===== src/logic/iofm_pkg.sv =====
package iofm_pkg;
    // ------------------------------------------------------------
    // register offsets
    // ------------------------------------------------------------
    localparam logic [7:0] ADDR_ANA1_SEL = 8'h00;
    localparam logic [7:0] ADDR_ANA2_SEL = 8'h04;
    localparam logic [7:0] ADDR_OT_THR = 8'h08;
    localparam logic [7:0] ADDR_FAN_DLY = 8'h0c;
    localparam logic [7:0] ADDR_MOT_WARN = 8'h10;
    localparam logic [7:0] ADDR_COMM_OUT = 8'h14;
    localparam logic [7:0] ADDR_STATUS = 8'h18;
    localparam logic [7:0] ADDR_OUT_BASE = 8'h20;
    localparam logic [7:0] ADDR_OUT_LAST = 8'h4c;
    // ------------------------------------------------------------
    // reset values
    // ------------------------------------------------------------
    localparam logic [7:0] RST_AI_SEL = 8'h00;
    localparam logic [7:0] RST_RELAY_ONE = 8'h01;
    localparam logic [7:0] RST_RELAY_TWO = 8'h00;
    localparam logic [7:0] RST_DOUT_ONE = 8'h00;
    localparam logic [7:0] RST_DOUT_TWO = 8'h04;
    localparam logic [15:0] RST_OT_THR = 16'hffff;
    localparam logic [15:0] RST_FAN_DLY = 16'h0000;
    localparam logic [15:0] RST_MOT_WARN = 16'hffff;
    // ------------------------------------------------------------
    // function codes
    // ------------------------------------------------------------
    localparam logic [7:0] NC_OFFSET = 8'h64;
    localparam logic [7:0] IN_FUNC_MAX = 8'h21;
    localparam logic [7:0] OUT_FUNC_MAX = 8'h12;
    localparam logic [7:0] FN_MOTOR_FIRST = 8'h05;
    localparam logic [7:0] FN_MOTOR_LAST = 8'h07;
    localparam int FN_BRAKE = 1;
    localparam int FN_FAULT1 = 2;
    localparam int FN_FAULT23 = 3;
    localparam int FN_FAULT4 = 4;
    localparam int FN_MOTOR1 = 5;
    localparam int FN_DRV_OVL = 8;
    localparam int FN_MOT_OVL = 9;
    localparam int FN_OVL_PROT = 11;
    localparam int FN_OVERTORQUE = 12;
    localparam int FN_FAN = 13;
    localparam int FN_FREQ_REACHED = 14;
    localparam int FN_RUNNING = 15;
    localparam int FN_AUTO_START = 16;
    localparam int FN_COMM = 18;
    // ------------------------------------------------------------
    // thresholds and times
    // ------------------------------------------------------------
    localparam logic [9:0] AI_ON_LEVEL = 10'd700;
    localparam logic [9:0] AI_OFF_LEVEL = 10'd300;
    localparam int DRV_OVL_WARN_S = 10;
    localparam logic [15:0] DRV_OVL_WARN_MS = 16'(DRV_OVL_WARN_S * 1000);
    localparam int OT_REL_PCT = 90;
    localparam int MS_NS = 1000000;
    localparam int CLK_NS = 25;
    localparam int CYC_PER_MS = MS_NS / CLK_NS;
endpackage : iofm_pkg


===== src/logic/iofm_top.sv =====
`timescale 1ns/1ps
// Notes on behaviour
// - an analog input with code zero is a frequency source or unused; codes 1 to 0x21 and their NC forms take the digital input functions, other codes leave it off.
// - an analog input used as logic turns on above 7.00 V, off below 3.00 V, and holds in between.
// - code 1 drives the output once the brake release condition holds.
// - code 2 follows a level-1 fault, code 3 a level-2 or level-3 fault, code 4 a level-4 fault.
// - codes 5 to 7 show the connected motor, and writing one for any motor set writes it into all three sets.
// - code 8 turns on 10 s before the drive overload protection would trip.
// - code 9 turns on when motor load exceeds the motor overload warning threshold.
// - code 11 turns on while the drive is in overload protection.
// - code 12 turns on above the overtorque threshold and off only below 90% of it.
// - code 13 turns the fan on at run start and off once the fan delay expires after stop.
// - code 16 follows the automatic start enable.
// - code 18 drives the output from the value written over communication.
module iofm_top #(
    parameter int CYC_PER_MS = iofm_pkg::CYC_PER_MS
) (
    input wire logic CLK_SYS,
    input wire logic RST_N,
    input wire logic [7:0] REG_ADDR,
    input wire logic [15:0] REG_WDATA,
    input wire logic REG_WR,
    input wire logic REG_RD,
    output logic [15:0] REG_RDATA,
    input wire logic [9:0] ANALOG_IN_ONE,
    input wire logic [9:0] ANALOG_IN_TWO,
    input wire logic BRAKE_RELEASE,
    input wire logic [2:0] FAULT_LEVEL,
    input wire logic [1:0] MOTOR_ACTIVE,
    input wire logic DRV_OVL_ETA_VALID,
    input wire logic [15:0] DRV_OVL_ETA_MS,
    input wire logic [15:0] MOTOR_LOAD,
    input wire logic OVL_PROTECT,
    input wire logic [15:0] OUTPUT_TORQUE,
    input wire logic RUNNING,
    input wire logic FREQ_REACHED,
    input wire logic AUTO_START_EN,
    output logic ANALOG_IN_ONE_ACT,
    output logic ANALOG_IN_TWO_ACT,
    output logic ANALOG_IN_ONE_FREQ,
    output logic ANALOG_IN_TWO_FREQ,
    output logic RELAY_ONE,
    output logic RELAY_TWO_THREE,
    output logic DIGITAL_OUT_ONE,
    output logic DIGITAL_OUT_TWO
);

    // ------------------------------------------------------------
    // functions
    // ------------------------------------------------------------
    function automatic logic [7:0] base_code(input logic [7:0] code);
        base_code = (code >= iofm_pkg::NC_OFFSET) ?
            8'(code - iofm_pkg::NC_OFFSET) : code;
    endfunction : base_code

    function automatic logic out_level(input logic [7:0] code,
        input logic [18:0] cond);
        logic [7:0] n;
        n = base_code(code);
        out_level = 1'b0;
        if (n != 8'h00 && n <= iofm_pkg::OUT_FUNC_MAX)
            out_level = cond[n[4:0]] ^ (code >= iofm_pkg::NC_OFFSET);
    endfunction : out_level

    function automatic logic in_level(input logic [7:0] code,
        input logic state);
        logic [7:0] n;
        n = base_code(code);
        in_level = 1'b0;
        if (n != 8'h00 && n <= iofm_pkg::IN_FUNC_MAX)
            in_level = state ^ (code >= iofm_pkg::NC_OFFSET);
    endfunction : in_level

    function automatic logic hyst(input logic [9:0] v, input logic q);
        if (v > iofm_pkg::AI_ON_LEVEL)
            hyst = 1'b1;
        else if (v < iofm_pkg::AI_OFF_LEVEL)
            hyst = 1'b0;
        else
            hyst = q;
    endfunction : hyst

    // ------------------------------------------------------------
    // registers
    // ------------------------------------------------------------
    logic [7:0] analog_in1_func_sel;
    logic [7:0] analog_in2_func_sel;
    logic [15:0] overtorque_threshold;
    logic [15:0] fan_off_delay;
    logic [15:0] motor_warn_level;
    logic [3:0] comm_out;
    logic [7:0] out_sel [3][4];
    logic [1:0] wr_motor;
    logic [1:0] wr_out;
    logic out_hit;
    logic [7:0] wr_code;
    logic [7:0] wr_base;
    logic [7:0] out_off;

    assign out_hit = REG_ADDR >= iofm_pkg::ADDR_OUT_BASE &&
        REG_ADDR <= iofm_pkg::ADDR_OUT_LAST && REG_ADDR[1:0] == 2'b00;
    assign out_off = 8'(REG_ADDR - iofm_pkg::ADDR_OUT_BASE);
    assign wr_motor = out_off[5:4];
    assign wr_out = out_off[3:2];
    assign wr_code = REG_WDATA[7:0];
    assign wr_base = base_code(wr_code);

    always_ff @(posedge CLK_SYS or negedge RST_N)
    begin
        if (!RST_N)
        begin
            analog_in1_func_sel <= iofm_pkg::RST_AI_SEL;
            analog_in2_func_sel <= iofm_pkg::RST_AI_SEL;
            overtorque_threshold <= iofm_pkg::RST_OT_THR;
            fan_off_delay <= iofm_pkg::RST_FAN_DLY;
            motor_warn_level <= iofm_pkg::RST_MOT_WARN;
            comm_out <= 4'h0;
        end
        else if (REG_WR)
        begin
            unique case (REG_ADDR)
                iofm_pkg::ADDR_ANA1_SEL: analog_in1_func_sel <= wr_code;
                iofm_pkg::ADDR_ANA2_SEL: analog_in2_func_sel <= wr_code;
                iofm_pkg::ADDR_OT_THR: overtorque_threshold <= REG_WDATA;
                iofm_pkg::ADDR_FAN_DLY: fan_off_delay <= REG_WDATA;
                iofm_pkg::ADDR_MOT_WARN: motor_warn_level <= REG_WDATA;
                iofm_pkg::ADDR_COMM_OUT: comm_out <= REG_WDATA[3:0];
                default: ;
            endcase
        end
    end

    always_ff @(posedge CLK_SYS or negedge RST_N)
    begin
        if (!RST_N)
        begin
            for (int m = 0; m < 3; m++)
            begin
                out_sel[m][0] <= iofm_pkg::RST_RELAY_ONE;
                out_sel[m][1] <= iofm_pkg::RST_RELAY_TWO;
                out_sel[m][2] <= iofm_pkg::RST_DOUT_ONE;
                out_sel[m][3] <= iofm_pkg::RST_DOUT_TWO;
            end
        end
        else if (REG_WR && out_hit && wr_motor != 2'd3)
        begin
            if (wr_base >= iofm_pkg::FN_MOTOR_FIRST &&
                wr_base <= iofm_pkg::FN_MOTOR_LAST)
            begin
                for (int m = 0; m < 3; m++)
                    out_sel[m][wr_out] <= wr_code;
            end
            else
                out_sel[wr_motor][wr_out] <= wr_code;
        end
    end

    // ------------------------------------------------------------
    // analog inputs
    // ------------------------------------------------------------
    logic ana1_state;
    logic ana2_state;

    always_ff @(posedge CLK_SYS or negedge RST_N)
    begin
        if (!RST_N)
        begin
            ana1_state <= 1'b0;
            ana2_state <= 1'b0;
            ANALOG_IN_ONE_ACT <= 1'b0;
            ANALOG_IN_TWO_ACT <= 1'b0;
            ANALOG_IN_ONE_FREQ <= 1'b1;
            ANALOG_IN_TWO_FREQ <= 1'b1;
        end
        else
        begin
            ana1_state <= hyst(ANALOG_IN_ONE, ana1_state);
            ana2_state <= hyst(ANALOG_IN_TWO, ana2_state);
            ANALOG_IN_ONE_ACT <= in_level(analog_in1_func_sel, ana1_state);
            ANALOG_IN_TWO_ACT <= in_level(analog_in2_func_sel, ana2_state);
            ANALOG_IN_ONE_FREQ <= analog_in1_func_sel == 8'h00;
            ANALOG_IN_TWO_FREQ <= analog_in2_func_sel == 8'h00;
        end
    end

    // ------------------------------------------------------------
    // overtorque and fan
    // ------------------------------------------------------------
    logic overtorque;
    logic fan_on;
    logic [15:0] fan_ms;
    logic [31:0] ms_div;
    logic ms_tick;
    logic [23:0] torque_pct;
    logic [23:0] release_pct;

    assign torque_pct = 24'(OUTPUT_TORQUE) * 24'd100;
    assign release_pct = 24'(overtorque_threshold) *
        24'(iofm_pkg::OT_REL_PCT);
    assign ms_tick = ms_div == 32'(CYC_PER_MS - 1);

    always_ff @(posedge CLK_SYS or negedge RST_N)
    begin
        if (!RST_N)
            overtorque <= 1'b0;
        else if (OUTPUT_TORQUE > overtorque_threshold)
            overtorque <= 1'b1;
        else if (torque_pct < release_pct)
            overtorque <= 1'b0;
    end

    always_ff @(posedge CLK_SYS or negedge RST_N)
    begin
        if (!RST_N)
            ms_div <= 32'h0;
        else if (RUNNING || ms_tick)
            ms_div <= 32'h0;
        else
            ms_div <= ms_div + 32'h1;
    end

    always_ff @(posedge CLK_SYS or negedge RST_N)
    begin
        if (!RST_N)
        begin
            fan_on <= 1'b0;
            fan_ms <= 16'h0;
        end
        else if (RUNNING)
        begin
            fan_on <= 1'b1;
            fan_ms <= 16'h0;
        end
        else if (fan_on)
        begin
            if (fan_ms >= fan_off_delay)
                fan_on <= 1'b0;
            else if (ms_tick)
                fan_ms <= fan_ms + 16'h1;
        end
    end

    // ------------------------------------------------------------
    // output routing
    // ------------------------------------------------------------
    logic [18:0] cond;
    logic [3:0] outs;

    always_comb
    begin
        cond = 19'h0;
        cond[iofm_pkg::FN_BRAKE] = BRAKE_RELEASE;
        cond[iofm_pkg::FN_FAULT1] = FAULT_LEVEL == 3'd1;
        cond[iofm_pkg::FN_FAULT23] = FAULT_LEVEL == 3'd2 ||
            FAULT_LEVEL == 3'd3;
        cond[iofm_pkg::FN_FAULT4] = FAULT_LEVEL == 3'd4;
        for (int m = 0; m < 3; m++)
            cond[iofm_pkg::FN_MOTOR1 + m] = MOTOR_ACTIVE == 2'(m);
        cond[iofm_pkg::FN_DRV_OVL] = DRV_OVL_ETA_VALID &&
            DRV_OVL_ETA_MS <= iofm_pkg::DRV_OVL_WARN_MS;
        cond[iofm_pkg::FN_MOT_OVL] = MOTOR_LOAD > motor_warn_level;
        cond[iofm_pkg::FN_OVL_PROT] = OVL_PROTECT;
        cond[iofm_pkg::FN_OVERTORQUE] = overtorque;
        cond[iofm_pkg::FN_FAN] = fan_on;
        cond[iofm_pkg::FN_FREQ_REACHED] = FREQ_REACHED;
        cond[iofm_pkg::FN_RUNNING] = RUNNING;
        cond[iofm_pkg::FN_AUTO_START] = AUTO_START_EN;
    end

    always_comb
    begin
        logic [1:0] mi;
        logic [18:0] c;
        mi = (MOTOR_ACTIVE == 2'd3) ? 2'd0 : MOTOR_ACTIVE;
        c = 19'h0;
        for (int o = 0; o < 4; o++)
        begin
            c = cond;
            c[iofm_pkg::FN_COMM] = comm_out[o];
            outs[o] = out_level(out_sel[mi][o], c);
        end
    end

    always_ff @(posedge CLK_SYS or negedge RST_N)
    begin
        if (!RST_N)
        begin
            RELAY_ONE <= 1'b0;
            RELAY_TWO_THREE <= 1'b0;
            DIGITAL_OUT_ONE <= 1'b0;
            DIGITAL_OUT_TWO <= 1'b0;
        end
        else
        begin
            RELAY_ONE <= outs[0];
            RELAY_TWO_THREE <= outs[1];
            DIGITAL_OUT_ONE <= outs[2];
            DIGITAL_OUT_TWO <= outs[3];
        end
    end

    // ------------------------------------------------------------
    // read port
    // ------------------------------------------------------------
    logic [15:0] rd_mux;

    always_comb
    begin
        rd_mux = 16'h0;
        unique case (REG_ADDR)
            iofm_pkg::ADDR_ANA1_SEL: rd_mux = {8'h00, analog_in1_func_sel};
            iofm_pkg::ADDR_ANA2_SEL: rd_mux = {8'h00, analog_in2_func_sel};
            iofm_pkg::ADDR_OT_THR: rd_mux = overtorque_threshold;
            iofm_pkg::ADDR_FAN_DLY: rd_mux = fan_off_delay;
            iofm_pkg::ADDR_MOT_WARN: rd_mux = motor_warn_level;
            iofm_pkg::ADDR_COMM_OUT: rd_mux = {12'h000, comm_out};
            iofm_pkg::ADDR_STATUS: rd_mux = {6'h00, overtorque, fan_on,
                ana2_state, ana1_state, ANALOG_IN_TWO_ACT, ANALOG_IN_ONE_ACT,
                DIGITAL_OUT_TWO, DIGITAL_OUT_ONE, RELAY_TWO_THREE,
                RELAY_ONE};
            default:
                if (out_hit && wr_motor != 2'd3)
                    rd_mux = {8'h00, out_sel[wr_motor][wr_out]};
        endcase
    end

    always_ff @(posedge CLK_SYS or negedge RST_N)
    begin
        if (!RST_N)
            REG_RDATA <= 16'h0;
        else if (REG_RD)
            REG_RDATA <= rd_mux;
        else
            REG_RDATA <= 16'h0;
    end

endmodule : iofm_top


===== config.mk =====
export PLATFORM = sky130hd
export DESIGN_NAME = iofm_top
export DESIGN_NICKNAME = d
export VERILOG_FILES = /design/src/logic/iofm_pkg.sv /design/src/logic/iofm_top.sv
export SDC_FILE = /design/constraint.sdc
export NUM_CORES = 1
export LEC_CHECK = 0
export BUFFER_PORTS_ARGS = -buffer_cell sky130_fd_sc_hd__buf_2
export CAP_MARGIN = 20
export CORE_ASPECT_RATIO = 1.25
export CORE_UTILIZATION = 62
export DETAILED_ROUTE_END_ITERATION = 16
export PLACE_DENSITY = 0.79
export SLEW_MARGIN = 5
export SYNTH_ARGS = -nofsm -noshare
export SYNTH_HDL_FRONTEND = slang
export SYNTH_SLANG_ARGS = --single-unit

===== constraint.sdc =====
create_clock -name CLK_SYS -period 5.5 [get_ports CLK_SYS]
set_clock_uncertainty 0.05 [all_clocks]
set_input_delay 0.275 -clock CLK_SYS [delete_from_list [all_inputs] [get_ports CLK_SYS]]
set_output_delay 0.275 -clock CLK_SYS [all_outputs]
set_load 0.03 [all_outputs]

Word-level counts from Yosys, hierarchy flattened
Index checks and enable logic that the tools add are counted.
{"block": "word_totals", "reg_bits": 240, "input_bits": 107, "out_inout_bits": 24, "wordCells": 202}
{"block": "classes", "add_sub_neg": 10, "mul": 2, "magnitude_cmp": 35, "eq_ne": 16, "muxes": 57, "bitwise": 9, "n_reduce_logical": 40}
{"cell": "$mux W32", "n": 6}
{"cell": "$bmux W32 S2", "n": 2}
{"cell": "$pmux W16 S7", "n": 1}
{"cell": "$bwmux W32", "n": 3}
{"cell": "$bwmux W96", "n": 1}
{"cell": "$mux W96", "n": 1}
{"cell": "$mux W8", "n": 11}
{"cell": "$mux W16", "n": 5}
{"cell": "$demux W32 S2", "n": 1}
{"cell": "$ge A8 B7 Y1 const B", "n": 7}
{"cell": "$sub A8 B7 Y8 const B", "n": 7}
{"cell": "$reduce_bool A8 Y1", "n": 6}
{"cell": "$add A32 B1 Y32 const B", "n": 1}
{"cell": "$eq A32 B16 Y1 const B", "n": 1}
{"cell": "$gt A16 B16 Y1", "n": 2}
{"cell": "$le A8 B5 Y1 const B", "n": 4}
{"cell": "$eq A8 B5 Y1 const B", "n": 3}
{"cell": "$logic_not A8 Y1", "n": 3}
{"cell": "$lt A5 B6 Y1 const B", "n": 4}
{"cell": "$lt A23 B23 Y1", "n": 1}
{"cell": "$mul A16 B6 Y22 const B", "n": 1}
{"cell": "$mul A16 B5 Y21 const B", "n": 1}
{"cell": "$bmux W1 S5", "n": 4}
{"cell": "$gt A10 B10 Y1 const B", "n": 2}
{"cell": "32 further kinds", "n": 91}

Longest topological paths before layout
{"block": "logic_depth", "word_depth": 12, "depth_mapped": 25, "mapped_depth_nobuf": 25}

Least setup slack after synthesis
Ideal clock, no wire load.
{"block": "synth_timing", "path_kind": "register -> register", "from": "register overtorque_threshold[7]", "to": "register overtorque", "setup_time_ps": 124, "arrival_time_ps": 4829, "required_ps": 5326, "path_slack_ps": 497, "stages_incl_launch_ff": 22, "path_buffers": 0, "synth_period_minus_slack_ps": 5003, "cell_sequence": "dfstp_2 ha_1 inv_1 fa_1 fa_1 inv_1 ha_1 a21o_1 a21o_1 a21oi_1 o311ai_0 a2111oi_0 nor2_1 xnor2_1 ha_1 a21o_1 a21o_1 a21oi_1 o21ai_0 nand2_1 o41ai_1 a211o_1"}
{"block": "synth_between", "elab_chain_cells": 3, "word_cells_on_any_way": 5, "classes_between": "mul: 1; order compare: 2; mux: 1; reduce/logical: 1"}
{"item": "from (decl)", "line_no": "iofm_top.sv:88", "rtl": "logic [15:0] overtorque_threshold;"}
{"item": "from (signal assigned)", "line_no": "iofm_top.sv:114", "rtl": "overtorque_threshold <= iofm_pkg::RST_OT_THR;"}
{"item": "$mul A16 B6 Y22", "line_no": "iofm_top.sv:198", "rtl": "assign release_pct = 24'(overtorque_threshold) *"}
{"item": "$lt A23 B23 Y1", "line_no": "iofm_top.sv:208", "rtl": "else if (torque_pct < release_pct)"}
{"item": "$reduce_bool A2 Y1 (no source line)"}
{"item": "to (signal assigned)", "line_no": "iofm_top.sv:205", "rtl": "overtorque <= 1'b0;"}
{"item": "to (signal assigned)", "line_no": "iofm_top.sv:207", "rtl": "overtorque <= 1'b1;"}
{"item": "to (signal assigned)", "line_no": "iofm_top.sv:209", "rtl": "overtorque <= 1'b0;"}
{"item": "to (decl)", "line_no": "iofm_top.sv:189", "rtl": "logic overtorque;"}
Several ways; a longest one is shown, not always the timed one.
A chain may end at the register's enable or synchronous reset.

Worst setup path in the final report
{"block": "layout_timing", "from": "register overtorque_threshold[0]", "to": "register overtorque"}
The elaborated chain is that of the path after synthesis.

==> out/qor.txt <==
Share of cells above drive strength 1: 0.225
Vias in the first global route: 16100
R2R Path Start: overtorque_threshold[0]$_DFFE_PN1P_
GR met3 Demand/Resource: 0.0501
Vias per cell: 6.43
Hpwl dp: 39.4 mm
Met1 Use GR: 0.415
Final hold vios: 0
Final ANT Viol Nets: 0
Reg2reg end: overtorque$_DFFE_PN0P_
Routed wire length: 53.6 mm
DIE WIDTH: 157 um
Core area: 29400 um2
Gr usage total: 0.354
TritonCTS clock tree: done
Hold Crit Endpoint: ana2_state$_DFFE_PN0P_
Post-synth top flop: dfrtp_1
Largest fanout on the critical path: 6
Commonest cells after routing, fill and taps aside: inv_1 (215), dfrtp_1 (200), ha_1 (176)
Max VDD drop: 0.281 mV
Die Height: 196 um
Die area: 30900 um2
Endpoints failing setup: 0
CTS buffer count: 26
Util after Layout: 0.709
CP Class: flip-flop to flip-flop
Crit. End Element: flip-flop
Met2 Usage GRT: 0.602
Clk slew on worst S/H paths: 0.07 ns
Root Buffer: clkbuf_16
Fmax: 186 MHz
DRC viols: 0
GR peak layer: met2
Place WS: 0.0689 ns
Status: completed
Initial drt markers: 1294
Fin. max-slew vios: 0
First-pass GRT wire length: 84.8 mm
Share of synthesized flip-flops with an asynchronous set or reset: 1.00
Max Root-Sink Buffers: 3
Post-Syn Nets: 2273
Least-Margin Pin Slew: 1.03 ns
Largest net degree at the start of global routing: 126
Clock Sink Count: 240
DRT Pass-1 Iters: 8
Tightest Hold Check Type: input port to flip-flop
Hold_sp: ANALOG_IN_TWO[8]
Row count: 70
Area Growth Syn to Fin: 11.6%
Fill cells: 2260
Post-synth EDFFs: 0
Synth cell types: 92
Synth warnings: 0
Starting Density: 0.636
Fin Setup TNS: 0 ns
Cell Pwr Density: 262 nW/um2
Fin nets: 2395
GRT overflow: 0
CP Launch Type: flip-flop
Yosys reg bits: 240
Clock latency at the later pin of the worst-skew pair: 0.58 ns
Reg2Reg Setup Slack: 0.13 ns
H-tree depth: 1
Critical path required time: 5.89 ns
Max Cap Viol: 0
Crit share post-route: 0.977
Gpl congestion: 0.907
Vias: 16000
IO Count: 131
Worst relative slew slack: 0.296
Hold path depth: 4
Port Buffer Count: 130
Syn_area_per_cell: 9.58 um2
Slack of the critical path: 0.126 ns
Seq/Total Area, Yosys: 0.324
Initial antenna violation count: 1
Tmin final: 5.37 ns
WP data arrival: 5.76 ns
Synthesized instance count: 1953
Routed WL per cell: 21.5 um
R2R depth: 22
Commonest non-fill, non-tap cell in the layout: inv_1
Power, Total: 5460 uW
Leak: 0.00976 uW
Area of the mapped netlist: 18700 um2
## Yosys cell counts, types with 19 or more instances
master,count,area [um2]
inv_1,215,807
nor2_1,150,563
xnor2_1,25,219
o21a_1,19,143
xor2_1,40,350
fa_1,37,741
nand2_1,108,405
clkbuf_1,51,191
or3b_2,24,210
mux2_2,147,1660
ha_1,176,2200
nor3_1,21,105
a21o_1,20,150
mux2i_1,53,531
nand3_1,52,260
a21oi_1,104,521
dfstp_2,40,1050
dfrtp_1,200,5000
a22oi_1,22,165
and3_1,22,138
o21ai_0,79,395
nand4_1,22,138
## worst max path at each step
stage,startpoint,cells past startpoint,slack [ns],endpoint
floorplan,overtorque_threshold[7]$_DFFE_PN1P_,21,0.50,overtorque$_DFFE_PN0P_
global placement,overtorque_threshold[10]$_DFFE_PN1P_,21,0.18,overtorque$_DFFE_PN0P_
detailed placement,overtorque_threshold[12]$_DFFE_PN1P_,21,0.07,overtorque$_DFFE_PN0P_
CTS,overtorque_threshold[0]$_DFFE_PN1P_,22,0.05,overtorque$_DFFE_PN0P_
global route,overtorque_threshold[0]$_DFFE_PN1P_,22,-0.08,overtorque$_DFFE_PN0P_
finish,overtorque_threshold[0]$_DFFE_PN1P_,22,0.13,overtorque$_DFFE_PN0P_
## cell type report
class                      count  area, um2  share of cell area
tap                          396        495              0.0237
antenna                        1       2.50            0.000120
multi-input combinational   1420      11500               0.553
clock buffer                  33        727              0.0348
sequential                   240       6060               0.290
timing repair buffer         170        993              0.0476
clock inverter                15        243              0.0116
inverter                     217        815              0.0390
## layer usage
metal / share of wire / wire (um)
met4: 0.067 / 3600
met2: 0.50 / 26600
met3: 0.062 / 3320
met1: 0.37 / 20100
met5: 0 / 0
## through the flow
step                hold WS (ns)  instance area [um2]  instances
global placement           0.384                19700       2429
global route              0.0384                20900       2492
CTS                      0.00560                20800       2490
finish                   0.00923                20900       2492
detailed placement         0.388                19700       2429
floorplan                -0.0706                18700       1953
## registers in the layout, summed over array words and instances, names as in the netlist, 4 cells and up
register and count:
fan_ms 16, analog_in1_func_sel 8, comm_out 4, REG_RDATA 16, ms_div 32, overtorque_threshold 16
fan_off_delay 16, motor_warn_level 16, out_sel 96, analog_in2_func_sel 8
## cells by family (layout without fill, tap and decap cells)
logic type | Yosys count | in the layout | share of synthesized area
multiplexers | 209 | 209 | 0.128
AND/OR/NAND/NOR | 501 | 501 | 0.134
AO/OA/AOI/OAI | 431 | 431 | 0.165
adder cells (fa/ha/maj) | 213 | 213 | 0.157
XOR/XNOR | 66 | 66 | 0.0313
flip-flops | 240 | 240 | 0.324
other | 0 | 1 | 0
buffers and inverters | 293 | 435 | 0.0612
## worst max-delay path, cell delays in order, from the launching register on
cell	delay, ns
dfstp_2	0.59
ha_1	0.27
ha_1	0.29
inv_1	0.05
fa_1	0.55
inv_1	0.07
ha_1	0.30
a21o_1	0.16
a21oi_1	0.23
o21ai_0	0.14
a21oi_1	0.24
o311ai_1	0.18
a2111oi_2	0.49
nor2_1	0.14
xnor2_1	0.16
ha_1	0.30
a21o_1	0.16
a21o_1	0.17
a21oi_1	0.14
o21ai_0	0.11
nand2_1	0.10
o41ai_1	0.08
a211o_1	0.26
## power by group
part	internal, uW	switching [uW]	leakage [uW]
registers	1860	108	0.00312
clock network	1180	793	0.000461
logic	633	885	0.00618
total	3680	1790	0.00976
## what timing repair did
| action | 4_1_cts | 5_1_grt |
|---|---|---|
| buffers inserted | 0 | 1 |
| endpoints found under the setup margin | 0 | 1 |
| hold buffers | 13 | 0 |
| gates resized for setup | 0 | 9 |
| endpoints found under the hold margin | 133 | 0 |
Note: power is estimated with default switching activity, not from simulation.
